## src/tpwm_pkg.sv

```systemverilog
// Package: register map, field layout, modes and timing constants of the timer PWM block
// Contract
// Phase correct when waveform mode is 1 or 5
// Count up to TOP, then down to BOTTOM
// TOP is 0xFF in mode 1, compare A in 5
// Non-inverting clears on up match, sets down
// Channel A phase correct action codes decoded
// Counter holds TOP for one tick
// Overflow flag set on reaching BOTTOM
// Toggle on match only for channel A
// Period 510 ticks, prescale 1/8/64/256/1024
// BOTTOM compare gives low, MAX gives high
// Output at MAX equals up-match result
// Missed up match still transitions at BOTTOM
// Prescaled tick is a clock enable
// Nonzero A action overrides port pin
// Nonzero B action overrides port pin
// Non-PWM action codes: off, toggle, clear, set; channel B toggle has no effect
// Fast PWM codes: toggle, clear/set at TOP
// Compare equal TOP with high bit: match ignored
// Control A layout, bits 3:2 read zero
// Mode bit 2 lives in control B
// MAX is 0xFF, BOTTOM is 0x00
// Channel B code 01 reserved in phase correct
// Match flag set when counter equals compare
// Compare values buffered, loaded at TOP
package tpwm_pkg;
   // Register byte addresses
   localparam logic [7:0] ADDR_CTRL_A   = 8'h00;
   localparam logic [7:0] ADDR_CTRL_B   = 8'h04;
   localparam logic [7:0] ADDR_COUNT    = 8'h08;
   localparam logic [7:0] ADDR_CMP_A    = 8'h0C;
   localparam logic [7:0] ADDR_CMP_B    = 8'h10;
   localparam logic [7:0] ADDR_FLAGS    = 8'h14;
   // Control A fields
   localparam int        CA_ACT_A_LSB  = 6;
   localparam int        CA_ACT_B_LSB  = 4;
   localparam logic [7:0] CA_WMASK     = 8'hF3;
   localparam logic [7:0] CA_RESET     = 8'h00;
   // Control B fields
   localparam int        CB_WGM2_BIT   = 3;
   localparam logic [7:0] CB_WMASK     = 8'h0F;
   // Flag register bits
   localparam int        FL_OVF_BIT    = 0;
   localparam int        FL_MA_BIT     = 1;
   localparam int        FL_MB_BIT     = 2;
   // Counter values
   localparam logic [7:0] CNT_MAX      = 8'hFF;
   localparam logic [7:0] CNT_BOTTOM   = 8'h00;
   // Action codes
   localparam logic [1:0] ACT_OFF      = 2'h0;
   localparam logic [1:0] ACT_TOGGLE   = 2'h1;
   localparam logic [1:0] ACT_CLEAR    = 2'h2;
   localparam logic [1:0] ACT_SET      = 2'h3;
   // Prescale divisors and the dual-slope period
   localparam int        PRE_DIV_1     = 1;
   localparam int        PRE_DIV_8     = 8;
   localparam int        PRE_DIV_64    = 64;
   localparam int        PRE_DIV_256   = 256;
   localparam int        PRE_DIV_1024  = 1024;
   localparam int        PC_PERIOD_TICKS = 510;
   localparam logic [2:0] CS_STOP      = 3'h0;
   localparam logic [2:0] CS_DIV1      = 3'h1;
   localparam logic [2:0] CS_DIV8      = 3'h2;
   localparam logic [2:0] CS_DIV64     = 3'h3;
   localparam logic [2:0] CS_DIV256    = 3'h4;
   localparam logic [2:0] CS_DIV1024   = 3'h5;

   typedef enum logic [1:0] {TPWM_NORMAL, TPWM_CTC, TPWM_FAST, TPWM_PHASE} tpwm_kind_t;

   // Output pin carrier
   typedef struct packed {
      logic value;
      logic override;
   } tpwm_pin_t;
endpackage : tpwm_pkg

```

## src/tpwm_prescale.sv

```systemverilog
// Prescaler: produces the timer tick enable from the bus clock
`timescale 1ns/100ps
module tpwm_prescale (
   // Clock and reset
   input  wire logic       pclk,
   input  wire logic       presetn,
   // Clock select
   input  wire logic [2:0] clk_select,
   // Tick out
   output logic            tick_enable
);
   import tpwm_pkg::*;

   logic [9:0] div_count;

   // Free-running divider; taps pick the division
   always_ff @(posedge pclk or negedge presetn) begin
      if (!presetn) begin
         div_count <= 10'h000;
      end else begin
         div_count <= div_count + 10'h001;
      end
   end

   // One-cycle enable, never a derived clock  R13 R9
   always_ff @(posedge pclk or negedge presetn) begin
      if (!presetn) begin
         tick_enable <= 1'b0;
      end else begin
         case (clk_select)
            CS_DIV1:    tick_enable <= 1'b1;
            CS_DIV8:    tick_enable <= (div_count[2:0] == 3'h7);
            CS_DIV64:   tick_enable <= (div_count[5:0] == 6'h3F);
            CS_DIV256:  tick_enable <= (div_count[7:0] == 8'hFF);
            CS_DIV1024: tick_enable <= (div_count == 10'h3FF);
            default:    tick_enable <= 1'b0;
         endcase
      end
   end
endmodule : tpwm_prescale

```

## src/tpwm_timer.sv

```systemverilog
// Top: 8-bit timer with APB registers and two compare outputs
//
// Our own choices: the APB register port and the register addresses.
`timescale 1ns/100ps
module tpwm_timer (
   // Clock and reset
   input  wire logic        pclk,
   input  wire logic        presetn,
   // APB slave
   input  wire logic        psel,
   input  wire logic        penable,
   input  wire logic        pwrite,
   input  wire logic [7:0]  paddr,
   input  wire logic [31:0] pwdata,
   input  wire logic [3:0]  pstrb,
   output logic [31:0]      prdata,
   output logic             pready,
   output logic             pslverr,
   // Compare outputs
   output tpwm_pkg::tpwm_pin_t compare_out_a,
   output tpwm_pkg::tpwm_pin_t compare_out_b,
   // Flags as levels
   output logic             overflow_flag,
   output logic             match_flag_a,
   output logic             match_flag_b
);
   import tpwm_pkg::*;

   logic [7:0] timer_control_a;
   logic [7:0] timer_control_b;
   logic [7:0] counter_value;
   logic [7:0] compare_a_value;
   logic [7:0] compare_b_value;
   logic [7:0] compare_a_buf;
   logic [7:0] compare_b_buf;
   logic       count_down;
   logic       out_a;
   logic       out_b;
   logic       tick_enable;
   logic       wr_en;
   logic       rd_en;
   logic       count_written;
   logic [2:0] waveform_mode;
   tpwm_kind_t kind;
   logic [7:0] top_value;
   logic [7:0] next_count;
   logic       next_down;
   logic       at_top;
   logic       hit_a;
   logic       hit_b;
   logic       wrap_bottom;

   // Mode bit 2 comes from control B  R20
   assign waveform_mode = {timer_control_b[CB_WGM2_BIT], timer_control_a[1:0]};

   // Waveform mode decode, shared by counting and both channels
   function automatic tpwm_kind_t decode_kind(input logic [2:0] wm);
      case (wm)
         3'h1, 3'h5: decode_kind = TPWM_PHASE;
         3'h2:       decode_kind = TPWM_CTC;
         3'h3, 3'h7: decode_kind = TPWM_FAST;
         default:    decode_kind = TPWM_NORMAL;
      endcase
   endfunction : decode_kind

   assign kind = decode_kind(waveform_mode);

   // TOP selection  R3 R21
   always_comb begin
      if (waveform_mode[2] || kind == TPWM_CTC) begin
         top_value = compare_a_value;
      end else begin
         top_value = CNT_MAX;
      end
   end

   assign at_top = (counter_value == top_value);
   assign wr_en  = psel && penable && pwrite;
   assign rd_en  = psel && !penable && !pwrite;
   assign count_written = wr_en && paddr == ADDR_COUNT && pstrb[0];

   // Writing the counter blocks the match on the next tick
   logic block_match;
   always_ff @(posedge pclk or negedge presetn) begin
      if (!presetn) begin
         block_match <= 1'b0;
      end else if (count_written) begin
         block_match <= 1'b1;
      end else if (tick_enable) begin
         block_match <= 1'b0;
      end
   end

   assign hit_a = tick_enable && !block_match && counter_value == compare_a_value;
   assign hit_b = tick_enable && !block_match && counter_value == compare_b_value;

   // Next count and direction per mode
   always_comb begin
      next_count = counter_value;
      next_down  = count_down;
      case (kind)
         TPWM_PHASE: begin
            if (at_top && !count_down) begin
               next_down = 1'b1; // TOP held one tick as the turn point
               next_count = counter_value - 8'h01;
            end else if (count_down && counter_value == CNT_BOTTOM) begin
               next_down = 1'b0;
               next_count = counter_value + 8'h01;
            end else if (count_down) begin
               next_count = counter_value - 8'h01;
            end else begin
               next_count = counter_value + 8'h01;
            end
            if (at_top && !count_down && counter_value == CNT_BOTTOM) begin
               next_count = CNT_BOTTOM; // Degenerate TOP of zero holds BOTTOM for one tick, then the count moves on to 1
            end
         end
         TPWM_CTC, TPWM_FAST: begin
            next_down = 1'b0;
            next_count = at_top ? CNT_BOTTOM : counter_value + 8'h01;
         end
         default: begin
            next_down = 1'b0;
            next_count = counter_value + 8'h01;
         end
      endcase
   end

   // Overflow point per mode; phase correct marks the tick that enters BOTTOM
   always_comb begin
      case (kind)
         TPWM_PHASE: begin
            wrap_bottom = tick_enable && count_down && next_count == CNT_BOTTOM;
         end
         TPWM_FAST: begin
            wrap_bottom = tick_enable && (at_top || counter_value == CNT_MAX);
         end
         default: begin
            wrap_bottom = tick_enable && counter_value == CNT_MAX;
         end
      endcase
   end

   // Counter and direction, advanced only on the tick enable  R13
   always_ff @(posedge pclk or negedge presetn) begin
      if (!presetn) begin
         counter_value <= CNT_BOTTOM;
         count_down    <= 1'b0;
      end else if (count_written) begin
         counter_value <= pwdata[7:0];
      end else if (tick_enable) begin
         counter_value <= next_count;
         count_down    <= next_down;
      end
   end

   // Active compare registers: loaded at TOP in PWM modes, else at once  R24
   always_ff @(posedge pclk or negedge presetn) begin
      if (!presetn) begin
         compare_a_value <= CNT_BOTTOM;
         compare_b_value <= CNT_BOTTOM;
      end else if (kind == TPWM_NORMAL || kind == TPWM_CTC) begin
         compare_a_value <= compare_a_buf;
         compare_b_value <= compare_b_buf;
      end else if (tick_enable && at_top && !count_down) begin
         compare_a_value <= compare_a_buf;
         compare_b_value <= compare_b_buf;
      end
   end

   // Output action for one channel; toggle exists only where allowed
   function automatic logic [1:0] act_op(input tpwm_kind_t k, input logic [1:0] act,
                                         input logic tog_ok, input logic hit, input logic down,
                                         input logic top_evt, input logic cmp_is_top);
      // Returns {change, value}; value 1 with change 0 means toggle request
      act_op = 2'b00;
      if (act == ACT_TOGGLE) begin
         if (tog_ok && hit) begin
            act_op = 2'b01;
         end
      end else if (act != ACT_OFF) begin
         case (k)
            TPWM_PHASE: begin
               if (hit && cmp_is_top) begin
                  act_op = {1'b1, ~act[0]}; // TOP match ignored, the down level holds
               end else if (hit) begin
                  act_op = {1'b1, act[0] ^ down};
               end
            end
            TPWM_FAST: begin
               if (hit && !cmp_is_top) begin
                  act_op = {1'b1, act[0]};
               end else if (top_evt) begin
                  act_op = {1'b1, ~act[0]};
               end
            end
            default: begin
               if (hit) begin
                  act_op = {1'b1, act[0]};
               end
            end
         endcase
      end
   endfunction : act_op

   logic [1:0] op_a;
   logic [1:0] op_b;
   logic       top_tick;
   logic       bottom_fix;
   logic       down_a;
   logic       down_b;
   assign top_tick = tick_enable && at_top;

   // A match at BOTTOM counts as up-counting, so a BOTTOM compare keeps one level  R10
   assign down_a = count_down && compare_a_value != CNT_BOTTOM;
   assign down_b = count_down && compare_b_value != CNT_BOTTOM;

   // Channel A toggles when waveform mode bit 2 is set or in non-PWM modes  R5 R16
   assign op_a = act_op(kind, timer_control_a[7:6],
                        waveform_mode[2] || kind == TPWM_NORMAL || kind == TPWM_CTC,
                        hit_a, down_a, top_tick, compare_a_value == top_value);
   // Channel B: toggle requested only outside PWM and never applied to out_b; reserved in PWM modes  R22 R8
   assign op_b = act_op(kind, timer_control_a[5:4],
                        kind == TPWM_NORMAL || kind == TPWM_CTC,
                        hit_b, down_b, top_tick, compare_b_value == top_value);

   // Turning at BOTTOM re-establishes the up-match state  R11 R12
   assign bottom_fix = tick_enable && kind == TPWM_PHASE && count_down
                       && counter_value == CNT_BOTTOM;

   // Output level registers
   always_ff @(posedge pclk or negedge presetn) begin
      if (!presetn) begin
         out_a <= 1'b0;
         out_b <= 1'b0;
      end else begin
         if (bottom_fix && timer_control_a[7] && !hit_a) begin
            out_a <= timer_control_a[6] ^ (compare_a_value != CNT_BOTTOM);
         end else if (op_a == 2'b01) begin
            out_a <= ~out_a;
         end else if (op_a[1]) begin
            out_a <= op_a[0];
         end
         if (bottom_fix && timer_control_a[5] && !hit_b) begin
            out_b <= timer_control_a[4] ^ (compare_b_value != CNT_BOTTOM);
         end else if (op_b[1]) begin
            out_b <= op_b[0];
         end
      end
   end

   // Pin drive: override whenever the action field is nonzero
   always_ff @(posedge pclk or negedge presetn) begin
      if (!presetn) begin
         compare_out_a <= '0;
         compare_out_b <= '0;
      end else begin
         compare_out_a.override <= |timer_control_a[7:6];
         compare_out_b.override <= |timer_control_a[5:4];
         compare_out_a.value    <= out_a;
         compare_out_b.value    <= out_b;
      end
   end

   // Write-one clears honour the byte strobe like every other register write
   logic       clr_wr;
   assign clr_wr = wr_en && pstrb[0] && paddr == ADDR_FLAGS;

   // Event flags: set wins over a write-one clear  R7 R23
   always_ff @(posedge pclk or negedge presetn) begin
      if (!presetn) begin
         overflow_flag <= 1'b0;
         match_flag_a  <= 1'b0;
         match_flag_b  <= 1'b0;
      end else begin
         if (wrap_bottom) begin
            overflow_flag <= 1'b1;
         end else if (clr_wr && pwdata[FL_OVF_BIT]) begin
            overflow_flag <= 1'b0;
         end
         if (hit_a) begin
            match_flag_a <= 1'b1;
         end else if (clr_wr && pwdata[FL_MA_BIT]) begin
            match_flag_a <= 1'b0;
         end
         if (hit_b) begin
            match_flag_b <= 1'b1;
         end else if (clr_wr && pwdata[FL_MB_BIT]) begin
            match_flag_b <= 1'b0;
         end
      end
   end

   // Register writes; reserved bits of control A stay zero  R19
   always_ff @(posedge pclk or negedge presetn) begin
      if (!presetn) begin
         timer_control_a <= CA_RESET;
         timer_control_b <= CA_RESET;
         compare_a_buf   <= CNT_BOTTOM;
         compare_b_buf   <= CNT_BOTTOM;
      end else if (wr_en && pstrb[0]) begin
         case (paddr)
            ADDR_CTRL_A: timer_control_a <= pwdata[7:0] & CA_WMASK;
            ADDR_CTRL_B: timer_control_b <= pwdata[7:0] & CB_WMASK;
            ADDR_CMP_A:  compare_a_buf   <= pwdata[7:0];
            ADDR_CMP_B:  compare_b_buf   <= pwdata[7:0];
            default:     ;
         endcase
      end
   end

   // Read data is captured in setup, so the access phase answers at once
   always_ff @(posedge pclk or negedge presetn) begin
      if (!presetn) begin
         prdata  <= 32'h00000000;
         pslverr <= 1'b0;
         pready  <= 1'b0;
      end else begin
         pready  <= psel && !penable;
         pslverr <= psel && !penable && !(paddr inside {ADDR_CTRL_A, ADDR_CTRL_B,
                    ADDR_COUNT, ADDR_CMP_A, ADDR_CMP_B, ADDR_FLAGS});
         if (rd_en) begin
            case (paddr)
               ADDR_CTRL_A: prdata <= {24'h000000, timer_control_a};
               ADDR_CTRL_B: prdata <= {24'h000000, timer_control_b};
               ADDR_COUNT:  prdata <= {24'h000000, counter_value};
               ADDR_CMP_A:  prdata <= {24'h000000, compare_a_buf};
               ADDR_CMP_B:  prdata <= {24'h000000, compare_b_buf};
               ADDR_FLAGS:  prdata <= {29'h00000000, match_flag_b, match_flag_a,
                                       overflow_flag};
               default:     prdata <= 32'h00000000;
            endcase
         end
      end
   end

   // Tick source; the clock select lives in control B bits 2:0
   tpwm_prescale u_prescale (
      .pclk        (pclk),
      .presetn     (presetn),
      .clk_select  (timer_control_b[2:0]),
      .tick_enable (tick_enable)
   );
endmodule : tpwm_timer
```

## config.mk

```make
export PLATFORM = sky130hd
export DESIGN_NAME = tpwm_timer
export DESIGN_NICKNAME = d
export VERILOG_FILES = /design/src/tpwm_pkg.sv /design/src/tpwm_prescale.sv /design/src/tpwm_timer.sv
export SDC_FILE = /design/constraint.sdc
export NUM_CORES = 1
export LEC_CHECK = 0
export ABC_AREA = 1
export BUFFER_PORTS_ARGS = -buffer_cell sky130_fd_sc_hd__buf_2
export CORE_ASPECT_RATIO = 0.5
export CORE_MARGIN = 4
export CORE_UTILIZATION = 40
export DETAILED_ROUTE_END_ITERATION = 16
export PLACE_DENSITY = 0.64
export SETUP_SLACK_MARGIN = 0.1
export SYNTH_ARGS = -nofsm -noshare
export SYNTH_HDL_FRONTEND = slang
export SYNTH_SLANG_ARGS = --single-unit
export TNS_END_PERCENT = 50
```

## constraint.sdc

```tcl
create_clock -name pclk -period 3.8 [get_ports pclk]
set_input_delay 0.38 -clock pclk [delete_from_list [all_inputs] [get_ports pclk]]
set_output_delay 0.38 -clock pclk [all_outputs]
set_load 0.03 [all_outputs]
```

Yosys cells after proc, flatten, opt, wreduce, memory -nomap -nowiden
Cells that the tools add are included.

Memories: 0. Output and inout port bits: 41. Bits of input ports: 49. Logic and storage cells: 196. Memory bits (read-only): 0. Bits in latches: 0. Register bits after elaboration: 106. RAM bits: 0.

Divide/modulo/power cells: 0. Multipliers: 0. Equal/unequal tests: 32. Bitwise gates (word level): 8. Shift-type cells: 0. $lt $le $gt $ge: 0. Multiplexer cells: 51. Reductions and logical operators: 79. Add/sub/neg operators: 3.

Operators with widths (number): $mux 8 (12); $pmux 8 s6 (1); $eq 8x8->1 (5); $logic_and 1x1->1 (39); $mux 2 (14); $logic_not 8->1 (3); $mux 1 (18); $eq 8x4->1 const B (2); $eq 8x5->1 const B (2); $eq 8x8->1 const B (2); $pmux 8 s2 (1); $reduce_bool 2->1 (8); $reduce_bool 8->1 (2); $eq 3x3->1 const B (5); $eq 3x2->1 const B (4); $add 10x1->10 const B (1); $eq 10x10->1 const B (1); $reduce_or 2->1 (5); $logic_not 1->1 (9); $add 8x1->8 const B (1); $eq 2x1->1 const B (4); $eq 8x3->1 const B (1); $pmux 2 s2 (2); $reduce_and 2->1 (4); other kinds (15) (27).

Longest topological paths before layout
Gate-level depths: netlist of the first run.

Depth after elaboration: 16. Mapped depth: 23. Depth with buffers taken out: 23.

Modules after synthesis
Synthesis of the first run repeated with hierarchy kept, for this count alone.

Cell total of the unflattened synthesis: 783. Area, all modules: 5477.8 µm².

Modules (own cells, without submodules): tpwm_timer (sequential area each 1776.7 µm², times used 1, area an instance 4956.0 µm², cells an instance 725); tpwm_prescale (sequential area each 275.3 µm², times used 1, area an instance 521.8 µm², cells an instance 58).

Worst setup path before layout of the first run
Ideal clock, no wire load.

Path kind: reg-to-reg. Start point: reg timer_control_a[1]. End point: reg overflow_flag. Setup slack: 1422 ps. Clock period less this slack: 2378 ps. Buffers on the path: 1. Data arrival time: 2250 ps. Required time: 3672 ps. Stages on the path, launching flop included: 23. Library setup time: 128 ps. Cells stage by stage: dfrtp_1 > inv_1 > nor3_1 > a21oi_1 > inv_1 > ha_1 > inv_2 > nand2_4 > buf_8 > nand2_2 > nand2_1 > nand2_1 > nand2_2 > nor2_4 > nand3_2 > nand2_1 > nand2_1 > nand2_1 > nand2_1 > nand2_1 > nor2_1 > nand2_1 > nand3_1.

Cells in the longest elaborated chain, start to end: 15. Elaborated cells on any way between the ends: 28. Those cells by class: 9 x eq/ne; 8 x mux; 11 x reduce/logical.

Ends and longest elaborated chain: from (decl) (RTL line tpwm_timer.sv:29) `logic [7:0] timer_control_a;`; from (signal assigned) (RTL line tpwm_timer.sv:303) `ADDR_CTRL_A: timer_control_a <= pwdata[7:0] & CA_WMASK;`; $eq 3x2->1, or another cell as far along (RTL line tpwm_timer.sv:58) `case (wm)`; $reduce_or 2->1 (RTL line tpwm_timer.sv:58); $pmux 2 s3 (*) (RTL line tpwm_timer.sv:58); $eq 2x1->1 (RTL line tpwm_timer.sv:70, tpwm_timer.sv:101); $logic_or 1x1->1 (RTL line tpwm_timer.sv:70) `if (waveform_mode[2] || kind == TPWM_CTC) begin`; $mux 8 (RTL line tpwm_timer.sv:70); $eq 8x8->1 (RTL line tpwm_timer.sv:77) `assign at_top = (counter_value == top_value);`; $logic_and 1x1->1 (RTL line tpwm_timer.sv:103, tpwm_timer.sv:114); $mux 8 or $logic_and 1x1->1 (tied branches) (RTL line tpwm_timer.sv:103, tpwm_timer.sv:114); $mux 8 (RTL line tpwm_timer.sv:114) `if (at_top && !count_down && counter_value == CNT_BOTTOM) begin`; $pmux 8 s2 (RTL line tpwm_timer.sv:101) `case (kind)`; $logic_not 8->1 (RTL line tpwm_timer.sv:133) `wrap_bottom = tick_enable && count_down && next_count == CNT_BOTTOM;`; $logic_and 1x1->1 (RTL line tpwm_timer.sv:133); $pmux 1 s2 (*) (RTL line tpwm_timer.sv:131) `case (kind)`; $mux 1 or $reduce_bool 2->1 (tied branches); to (signal assigned) (RTL line tpwm_timer.sv:272) `overflow_flag <= 1'b0;`; to (signal assigned) (RTL line tpwm_timer.sv:277) `overflow_flag <= 1'b1;`; to (signal assigned) (RTL line tpwm_timer.sv:279) `overflow_flag <= 1'b0;`; to (decl) (RTL line tpwm_timer.sv:23) `output logic overflow_flag,`.

Every way passes the cells marked *; elsewhere a longest branch is shown, timed or not. A chain may end at the register's enable or synchronous reset.

Final worst setup path of the first run
Start point: reg timer_control_a[0]. End point: reg overflow_flag.

Same word-level chain as after synthesis.

==> flow_summary.toml, run 1 <==
[status]
outcome = "finished clean"

[cells_and_area]
fillCellCount = 1273
drive_gt1_frac = 0.121
seqCellArea_sq_um = 2050
syn_to_final_growth_pct = 10.7
n_antenna_cell = 0
nets = 813
multi_input_area_sq_um = 2720
finalInstanceArea_sq_um = 5870
post-route-util = 0.458
fin_cells = 931

[sta]
maxSlewHeadroom = 0.296
setup_violations = 0
finalCritPeriodShare = 0.882
fin_ws_ns = 0.450
worst_pin_slew_ns = 1.06
min_period_ns = 3.35
fin_worst_skew_ns = 0.00531
slew_viol_final = 0
final_hold_viol_count = 0
hold_ws_ns = 0.213
max_freq_mhz = 298
rsz0062_at_grt = "no"
setup_tns_ns = 0

[global_route]
antenna_found_initial = 0
grt_pass1_vias = 4679
overflow = 0
grt_pass1_wl_mm = 25.1
gr-usage-all-layers = 0.216
grt_max_degree = 83

[power_and_ir_drop]
cellPowerDensity_nw_per_um2 = 473
total_leakage_power_nw = 2.77
max-vdd-ir-drop_v = 0.000264
power_mw = 2.78

[clock_network]
postCtsResizedCells = 0
worstSkewPairLatency_ns = 0.35
clock_path_buffers = 2
cts-htree-levels = 3
post_cts_buffers = 0
numCtsBuffers = 9
worst_setup_hold_path_clk_slew_ns = 0.07
cts_tree = "done"
cts_hold_buf = 0
clock-sinks = 82
root_buffer = "clkbuf_16"

[logic_synthesis]
synth.most_common_cell = "nand2_1"
synth_seq_area_share = 0.387
ys_top_cells_by_count = "nand2_1, dfrtp_1, inv_1, o21ai_0, nor2_1"
synthDistinctLibCells = 42
syn_area_per_cell_sq_um = 7.33
synth_area_leaders = "dfrtp_1, nand2_1, o21ai_0, inv_1, nand3_1"
synth_top_area_share = 0.387
ys_warn_count = 0
syn_inst = 723
netlist_area_sq_um = 5300
yosysTopAreaCell = "dfrtp_1"
synth_edf_count = 0
synth_seq_cells = 82
dominantRegCellSynth = "dfrtp_1"
async_flop_share = 1.00

[floorplan]
initial_utilization = 0.414
die_area_sq_um = 15300
core_sq_um = 12800
io_pins = 90
rows = 29
die_w_um = 171
die_h_um = 89.4

[routing]
remaining_drc_errors = 0
routed_wl_mm = 15.8
drtPass1Iterations = 5
initialDrtViolationCount = 412
ant_nets = 0
vias = 5006
wl_per_cell_um = 17.0
vias_per_cell = 5.38

[placement]
hpwl_mm = 12.1
post-place-ws_ns = 0.601
portBuffers = 38
placed_cells = 915
routabilityCongestion = 0.996
place_area_sq_um = 5530

[setup_path]
arrival_ns = 3.57
end_kind = "flop"
critPathLaunchType = "flop"
path_class = "flop to flop"
critPathMaxFanout = 15
required_ns = 4.02

[job]
drv_cap = 0

[min_path]
hold_class = "primary input to async pin"
layer usage:
metal / GRT usage / routed length, um / up-vias / share of wire
met5: 0 / 0 / - / 0
met4: 0.0654 / 354 / 0 / 0.022
met3: 0.0486 / 1400 / 30 / 0.089
met2: 0.342 / 6730 / 240 / 0.43
met1: 0.300 / 7290 / 2366 / 0.46
li1: - / - / 2370 / -
where the power goes:
part | internal [mW] | switching, mW
Sequential | 0.912 | 0.102
Combinational | 0.238 | 0.532
Clock | 0.603 | 0.391
Total | 1.75 | 1.02
cells by family (layout without fill, tap and decap cells):
family / count (synthesis) / after routing / share of synthesized area
AO/OA/AOI/OAI: 116 / 116 / 0.130
XOR/XNOR: 31 / 31 / 0.0512
adder cells (fa/ha/maj): 8 / 8 / 0.0189
buffers and inverters: 131 / 146 / 0.115
flip-flops: 82 / 82 / 0.387
other: 1 / 24 / 0.000707
AND/OR/NAND/NOR: 354 / 354 / 0.297
layout make-up:
| class | instances | area share |
|---|---|---|
| multi-input combinational | 533 | 0.464 |
| sequential | 82 | 0.350 |
| inverter | 90 | 0.0576 |
| clock buffer | 10 | 0.0407 |
| tap | 170 | 0.0362 |
| timing repair buffer | 40 | 0.0354 |
| clock inverter | 6 | 0.0164 |
state kept, by name (all words and copies together) (netlist names), 2 cells and up:
signal,cells
compare_a_buf,8
compare_a_value,8
compare_b_buf,8
compare_b_value,8
compare_out_a,2
compare_out_b,2
counter_value,8
prdata,8
timer_control_a,6
timer_control_b,4
u_prescale.div_count,10
placed cells by master, fill, tap and decap left out, types with 2 or more instances in the layout:
cell type / instances
ha_1: 8
and2_1: 2
a2bb2oi_1: 2
a211oi_1: 3
buf_4: 3
buf_2: 37
inv_2: 9
nor2_2: 3
nand3_2: 5
nor3_1: 14
nand2_4: 2
o221ai_1: 8
a221oi_1: 7
nor2_4: 4
clkbuf_16: 9
o22ai_1: 6
xor2_1: 23
clkinv_1: 3
xnor2_1: 8
o21ai_1: 9
nand2_2: 10
o21ai_0: 60
nand3_1: 41
bufinv_16: 2
conb_1: 24
nand2_1: 209
nor3_2: 2
nor2_1: 43
nand4_1: 17
inv_6: 2
dfrtp_1: 82
inv_1: 78
a21oi_1: 14
worst max-delay path, cell delays in order (launching register included):
cell     delay, ns
dfrtp_1       0.51
nor3_1        0.09
a21oi_1       0.39
inv_1         0.13
ha_1          0.24
inv_2         0.10
nand2_4       0.14
nand2_1       0.15
nand2_1       0.06
nand2_1       0.10
nand2_2       0.07
nor2_4        0.16
nand3_2       0.12
nand2_1       0.21
nand2_1       0.15
nand2_1       0.09
nand2_1       0.09
nand2_1       0.07
nor2_1        0.04
nand2_1       0.18
nand3_1       0.11
final timing paths:
path,startpoint,end,slack [ns],depth (start not counted)
worst min register to register,out_b,compare_out_b[1],0.38,0
max in group asynchronous,presetn,counter_value[1],2.90,1
worst max register to register,timer_control_a[0],overflow_flag,0.45,20
worst max-delay path,timer_control_a[0],overflow_flag,0.45,20
min in group pclk,penable,pready,0.23,2
worst min-delay path,presetn,u_prescale.div_count[3],0.21,1
Note: power is estimated with default switching activity, not from simulation.
==> inputs of run 2 (changes only) <==
--- a/config.mk
+++ b/config.mk
@@ -9,9 +9,9 @@
 export BUFFER_PORTS_ARGS = -buffer_cell sky130_fd_sc_hd__buf_2
 export CORE_ASPECT_RATIO = 0.5
 export CORE_MARGIN = 4
-export CORE_UTILIZATION = 40
+export CORE_UTILIZATION = 23
 export DETAILED_ROUTE_END_ITERATION = 16
-export PLACE_DENSITY = 0.64
+export PLACE_DENSITY = 0.43
 export SETUP_SLACK_MARGIN = 0.1
 export SYNTH_ARGS = -nofsm -noshare
 export SYNTH_HDL_FRONTEND = slang
==> run 2 against run 1 <==
Against the previous run:
- cell area increased by 2.2%
- fmax is 6.0% higher
- power shrank 2.7%
- global-route usage fell by 8.1 points
==> flow_summary.toml, run 2 (synthesis results as in run 1) <==
[routing]
routed_wl_mm = 17.2
initialDrtViolationCount = 403
ant_nets = 0
wl_per_cell_um = 16.2
vias_per_cell = 4.59
remaining_drc_errors = 0
drtPass1Iterations = 5
vias = 4868

[placement]
post-place-ws_ns = 0.702
hpwl_mm = 13.5
placed_cells = 1044
routabilityCongestion = 0.886
portBuffers = 38

[setup_path]
cp_common_cell = "nand2_1"
path_class = "flop to flop"
critPathLaunchType = "flop"
slowest_stage = "dfrtp_1"
path_cells = "nor3_1 -> a21oi_1 -> inv_1 -> ha_1 -> inv_2 -> nand2_4 -> nand2_1 -> nand2_1 -> nand2_1 -> nand2_2 -> nor2_4 -> nand3_2 -> nand2_1 -> nand2_1 -> nand2_1 -> nand2_1 -> nand2_1 -> nor2_1 -> nand2_1 -> nand3_1"
critPathMaxStageDelay_ns = 0.49
cp_top_family = "simple AND/OR/NAND/NOR gates"
end_kind = "flop"
required_ns = 4.02
arrival_ns = 3.38
critPathMaxFanout = 15
cp.buffers_inverters = 2

[power_and_ir_drop]
max-vdd-ir-drop_v = 0.000207
comb_power_share = 0.280
power_frac_clock = 0.339
power_switching_share = 0.383
internal_power_mw = 1.67
p_seq_frac = 0.381
total_leakage_power_nw = 2.75
power.switching_mw = 1.04
cellPowerDensity_nw_per_um2 = 451

[floorplan]
die_w_um = 223
die_area_sq_um = 25700
initial_utilization = 0.239
die_h_um = 115
core_sq_um = 22200
io_pins = 90
rows = 38

[clock_network]
numCtsBuffers = 9
clock-sinks = 82
cts_tree = "done"
worst_setup_hold_path_clk_slew_ns = 0.07
post_cts_buffers = 0
clock_path_buffers = 2
cts-htree-levels = 3
root_buffer = "clkbuf_16"
worstSkewPairLatency_ns = 0.35
postCtsResizedCells = 0
cts_hold_buf = 0

[sta]
worst_pin_slew_ns = 1.10
rsz0062_at_grt = "no"
min_period_ns = 3.16
slew_viol_final = 0
finalCritPeriodShare = 0.832
setup_violations = 0
max_freq_mhz = 316
hold_ws_ns = 0.208
final_hold_viol_count = 0
fin_ws_ns = 0.638
fin_worst_skew_ns = 0.00970
setup_tns_ns = 0
maxSlewHeadroom = 0.270

[cells_and_area]
syn_to_final_growth_pct = 13.1
largest_reg_flops = 10
drive_gt1_frac = 0.120
layout_commonest_cell = "nand2_1"
n_antenna_cell = 0
regMostFlops = "u_prescale.div_count"
fin_cells = 1060
nets = 812
layout_common_cells = "nand2_1, dfrtp_1, inv_1"

[global_route]
antenna_found_initial = 0
grt_pass1_wl_mm = 26.9
overflow = 0
grt_pass1_vias = 4712
gr-usage-all-layers = 0.135
grt_max_degree = 83

[job]
drv_cap = 0

[status]
outcome = "finished clean"

[min_path]
hold_class = "primary input to async pin"
run 2: cell types whose count changed in the layout (fill, tap and decap cells not counted):
cell and change:
buf_4 -1, bufinv_16 -1, clkinv_4 +2, clkbuf_8 -1
run 2: power groups by stage:
stage	clock network [mW]	logic [mW]	registers (mW)
finish	0.917	0.755	1.03
global route	0.981	0.845	1.04
CTS	0.944	0.751	1.03
detailed placement	0	0.748	1.05
global placement	0	0.744	1.05
floorplan	0	0.629	0.961
run 2: worst paths after layout:
check,from,cells after the start,to,slack [ns]
hold / removal,presetn,1,prdata[3],0.21
setup / recovery,timer_control_a[0],20,overflow_flag,0.64
max in group asynchronous,presetn,1,timer_control_b[1],2.86
min in group pclk,penable,2,pready,0.22
hold reg to reg,out_a,0,compare_out_a[1],0.39
setup reg to reg,timer_control_a[0],20,overflow_flag,0.64
run 2: per-layer routing:
layer	part of all wire	routed length, um	track usage
met1	0.49	8440	0.189
met2	0.44	7650	0.219
met3	0.053	910	0.0219
met4	0.013	222	0.0378
met5	0	0	0
run 2: layout make-up:
type	count	area, sq um
fillers	2479	16200
multi-input cells	533	2720
flip-flops and latches	82	2050
well taps	300	375
inverters	90	338
clock buffers	9	225
repair buffers	39	200
clock inverters	7	83.8
run 2: through the flow:
| stage | total power, mW | area [sq um] | utilization |
|---|---|---|---|
| 6_report | 2.70 | 6000 | 0.271 |
| 5_1_grt | 2.87 | 6000 | 0.271 |
| 4_1_cts | 2.72 | 6000 | 0.271 |
| 3_5_place_dp | 1.79 | 5690 | 0.257 |
| 3_3_place_gp | 1.79 | 5690 | 0.257 |
| 2_1_floorplan | 1.59 | 5390 | - |
run 2: worst register-to-register path: stages, from the launching register on:
cell and delay (ns):
dfrtp_1 0.49, nor3_1 0.09, a21oi_1 0.31, inv_1 0.11, ha_1 0.23, inv_2 0.11, nand2_4 0.14, nand2_1 0.14
nand2_1 0.06, nand2_1 0.11, nand2_2 0.07, nor2_4 0.14, nand3_2 0.12, nand2_1 0.22, nand2_1 0.15, nand2_1 0.09
nand2_1 0.07, nand2_1 0.09, nor2_1 0.05, nand2_1 0.14, nand3_1 0.11
==> inputs of run 3 (changes only) <==
==> constraint.sdc (replaced) <==
create_clock -name pclk -period 3.2 [get_ports pclk]
set_input_delay 0.32 -clock pclk [delete_from_list [all_inputs] [get_ports pclk]]
set_output_delay 0.32 -clock pclk [all_outputs]
set_load 0.03 [all_outputs]
==> run 3 against run 2 <==
Against the previous run:
- sequential power up 17%
- cell area up 1.4%
- worst hold slack worse by 0.18 ns
- setup slack worse by 0.38 ns
- critical endpoint unchanged
- largest cell class unchanged
==> flow_summary.toml, run 3 (synthesis results as in run 1) <==
[sta]
setup_tns_ns = 0
rsz0062_at_grt = "no"
maxSlewHeadroom = 0.499
slew_viol_final = 0
max_freq_mhz = 339
hold_ws_ns = 0.0318
setup_violations = 0
finalCritPeriodShare = 0.921
final_hold_viol_count = 0
worst_pin_slew_ns = 0.752
fin_worst_skew_ns = 0.00601
fin_ws_ns = 0.254
min_period_ns = 2.95

[global_route]
grt_pass1_vias = 4696
grt_max_degree = 60
gr-usage-all-layers = 0.139
overflow = 0
grt_pass1_wl_mm = 27.3
antenna_found_initial = 1

[clock_network]
numCtsBuffers = 9
cts_hold_buf = 0
clock_path_buffers = 2
cts_tree = "done"
cts-htree-levels = 3
worst_setup_hold_path_clk_slew_ns = 0.06
root_buffer = "clkbuf_16"
worstSkewPairLatency_ns = 0.35
clock-sinks = 82

[cells_and_area]
multi_input_area_sq_um = 2760
fillCellCount = 2502
drive_gt1_frac = 0.133
regMostFlops = "u_prescale.div_count"
layout_commonest_cell = "nand2_1"
n_antenna_cell = 0
seqCellArea_sq_um = 2050
syn_to_final_growth_pct = 14.7
largest_reg_flops = 10
layout_common_cells = "nand2_1, dfrtp_1, inv_1"
nets = 822

[floorplan]
die_area_sq_um = 25700
die_w_um = 223
die_h_um = 115
rows = 38
io_pins = 90
initial_utilization = 0.239
core_sq_um = 22200

[setup_path]
r2r_start = "timer_control_a[1]"
critPathLaunchType = "flop"
critPathMaxStageDelay_ns = 0.38
end_kind = "flop"
path_class = "flop to flop"
path_cells = "inv_1 -> nor3_1 -> a21oi_2 -> inv_1 -> ha_1 -> inv_2 -> nand2_8 -> nand2_1 -> nand2_1 -> nand2_1 -> nand2_2 -> nor2_4 -> nand2_2 -> nand2_2 -> nand2_4 -> inv_2 -> nor2_1 -> a21oi_1 -> nand2_1 -> nor2_1 -> nand2_1 -> nand3_1"
required_ns = 3.48
critPathMaxFanout = 15
cp_common_cell = "nand2_1"
cp-startpoint = "timer_control_a[1]"
slowest_stage = "dfrtp_1"
arrival_ns = 3.23

[routing]
remaining_drc_errors = 0
wl_per_cell_um = 16.5
vias_per_cell = 4.55
routed_wl_mm = 17.7
drtPass1Iterations = 4
vias = 4861
initialDrtViolationCount = 324
ant_nets = 0

[placement]
hpwl_mm = 13.9
routabilityCongestion = 0.913
portBuffers = 38
post-place-ws_ns = 0.111

[power_and_ir_drop]
max-vdd-ir-drop_v = 0.000267
cellPowerDensity_nw_per_um2 = 521
power_mw = 3.17
total_leakage_power_nw = 2.79

[status]
outcome = "finished clean"

[job]
drv_cap = 0

[min_path]
hold_class = "primary input to async pin"
run 3: stage by stage:
| step | util | cells | cell area (sq um) |
|---|---|---|---|
| finish | 0.275 | 1069 | 6080 |
| global route | 0.275 | 1069 | 6080 |
| CTS | 0.273 | 1068 | 6040 |
| detailed placement | 0.260 | 1053 | 5770 |
| global placement | 0.260 | 1053 | 5770 |
| floorplan | - | 746 | 5390 |
run 3: repair_timing:
action | in CTS | in global routing
gates resized for setup | 1 | 7
setup endpoints to repair | 1 | 1
buffers inserted | 0 | 1
run 3: final cells by class:
class,count,area share
inverter,90,0.0555
clock buffer,12,0.0405
clock inverter,3,0.00411
tap,300,0.0617
timing repair buffer,49,0.0473
multi-input combinational,533,0.453
sequential,82,0.338
run 3: final timing paths:
kind                       slack [ns]  cells past startpoint          endpoint
max                              0.25                     22     overflow_flag
min in group pclk                0.16                      2            pready
min                              0.03                      1         prdata[7]
max in group asynchronous        2.46                      2  counter_value[0]
max reg2reg                      0.25                     22     overflow_flag
min reg2reg                      0.37                      0  compare_out_a[1]
run 3: worst max-delay path, delay by kind of cell, from the launching register on:
| family | cells | cell delay, ns |
|---|---|---|
| fa+ha+maj | 1 | 0.23 |
| simple gates | 15 | 1.43 |
| buf+inv | 4 | 0.43 |
| compound gates | 2 | 0.42 |
| flops | 1 | 0.38 |
run 3: power by group:
part / internal, mW / switching (mW)
Combinational: 0.311 / 0.659
Clock: 0.548 / 0.435
Sequential: 1.08 / 0.131
run 3: layer usage:
metal  vias up  GRT usage  wire [um]
li1       2392          -          -
met1      2324      0.199       8770
met2       127      0.220       7770
met3        18     0.0237        875
met4         0     0.0345        268
met5         -          0          0
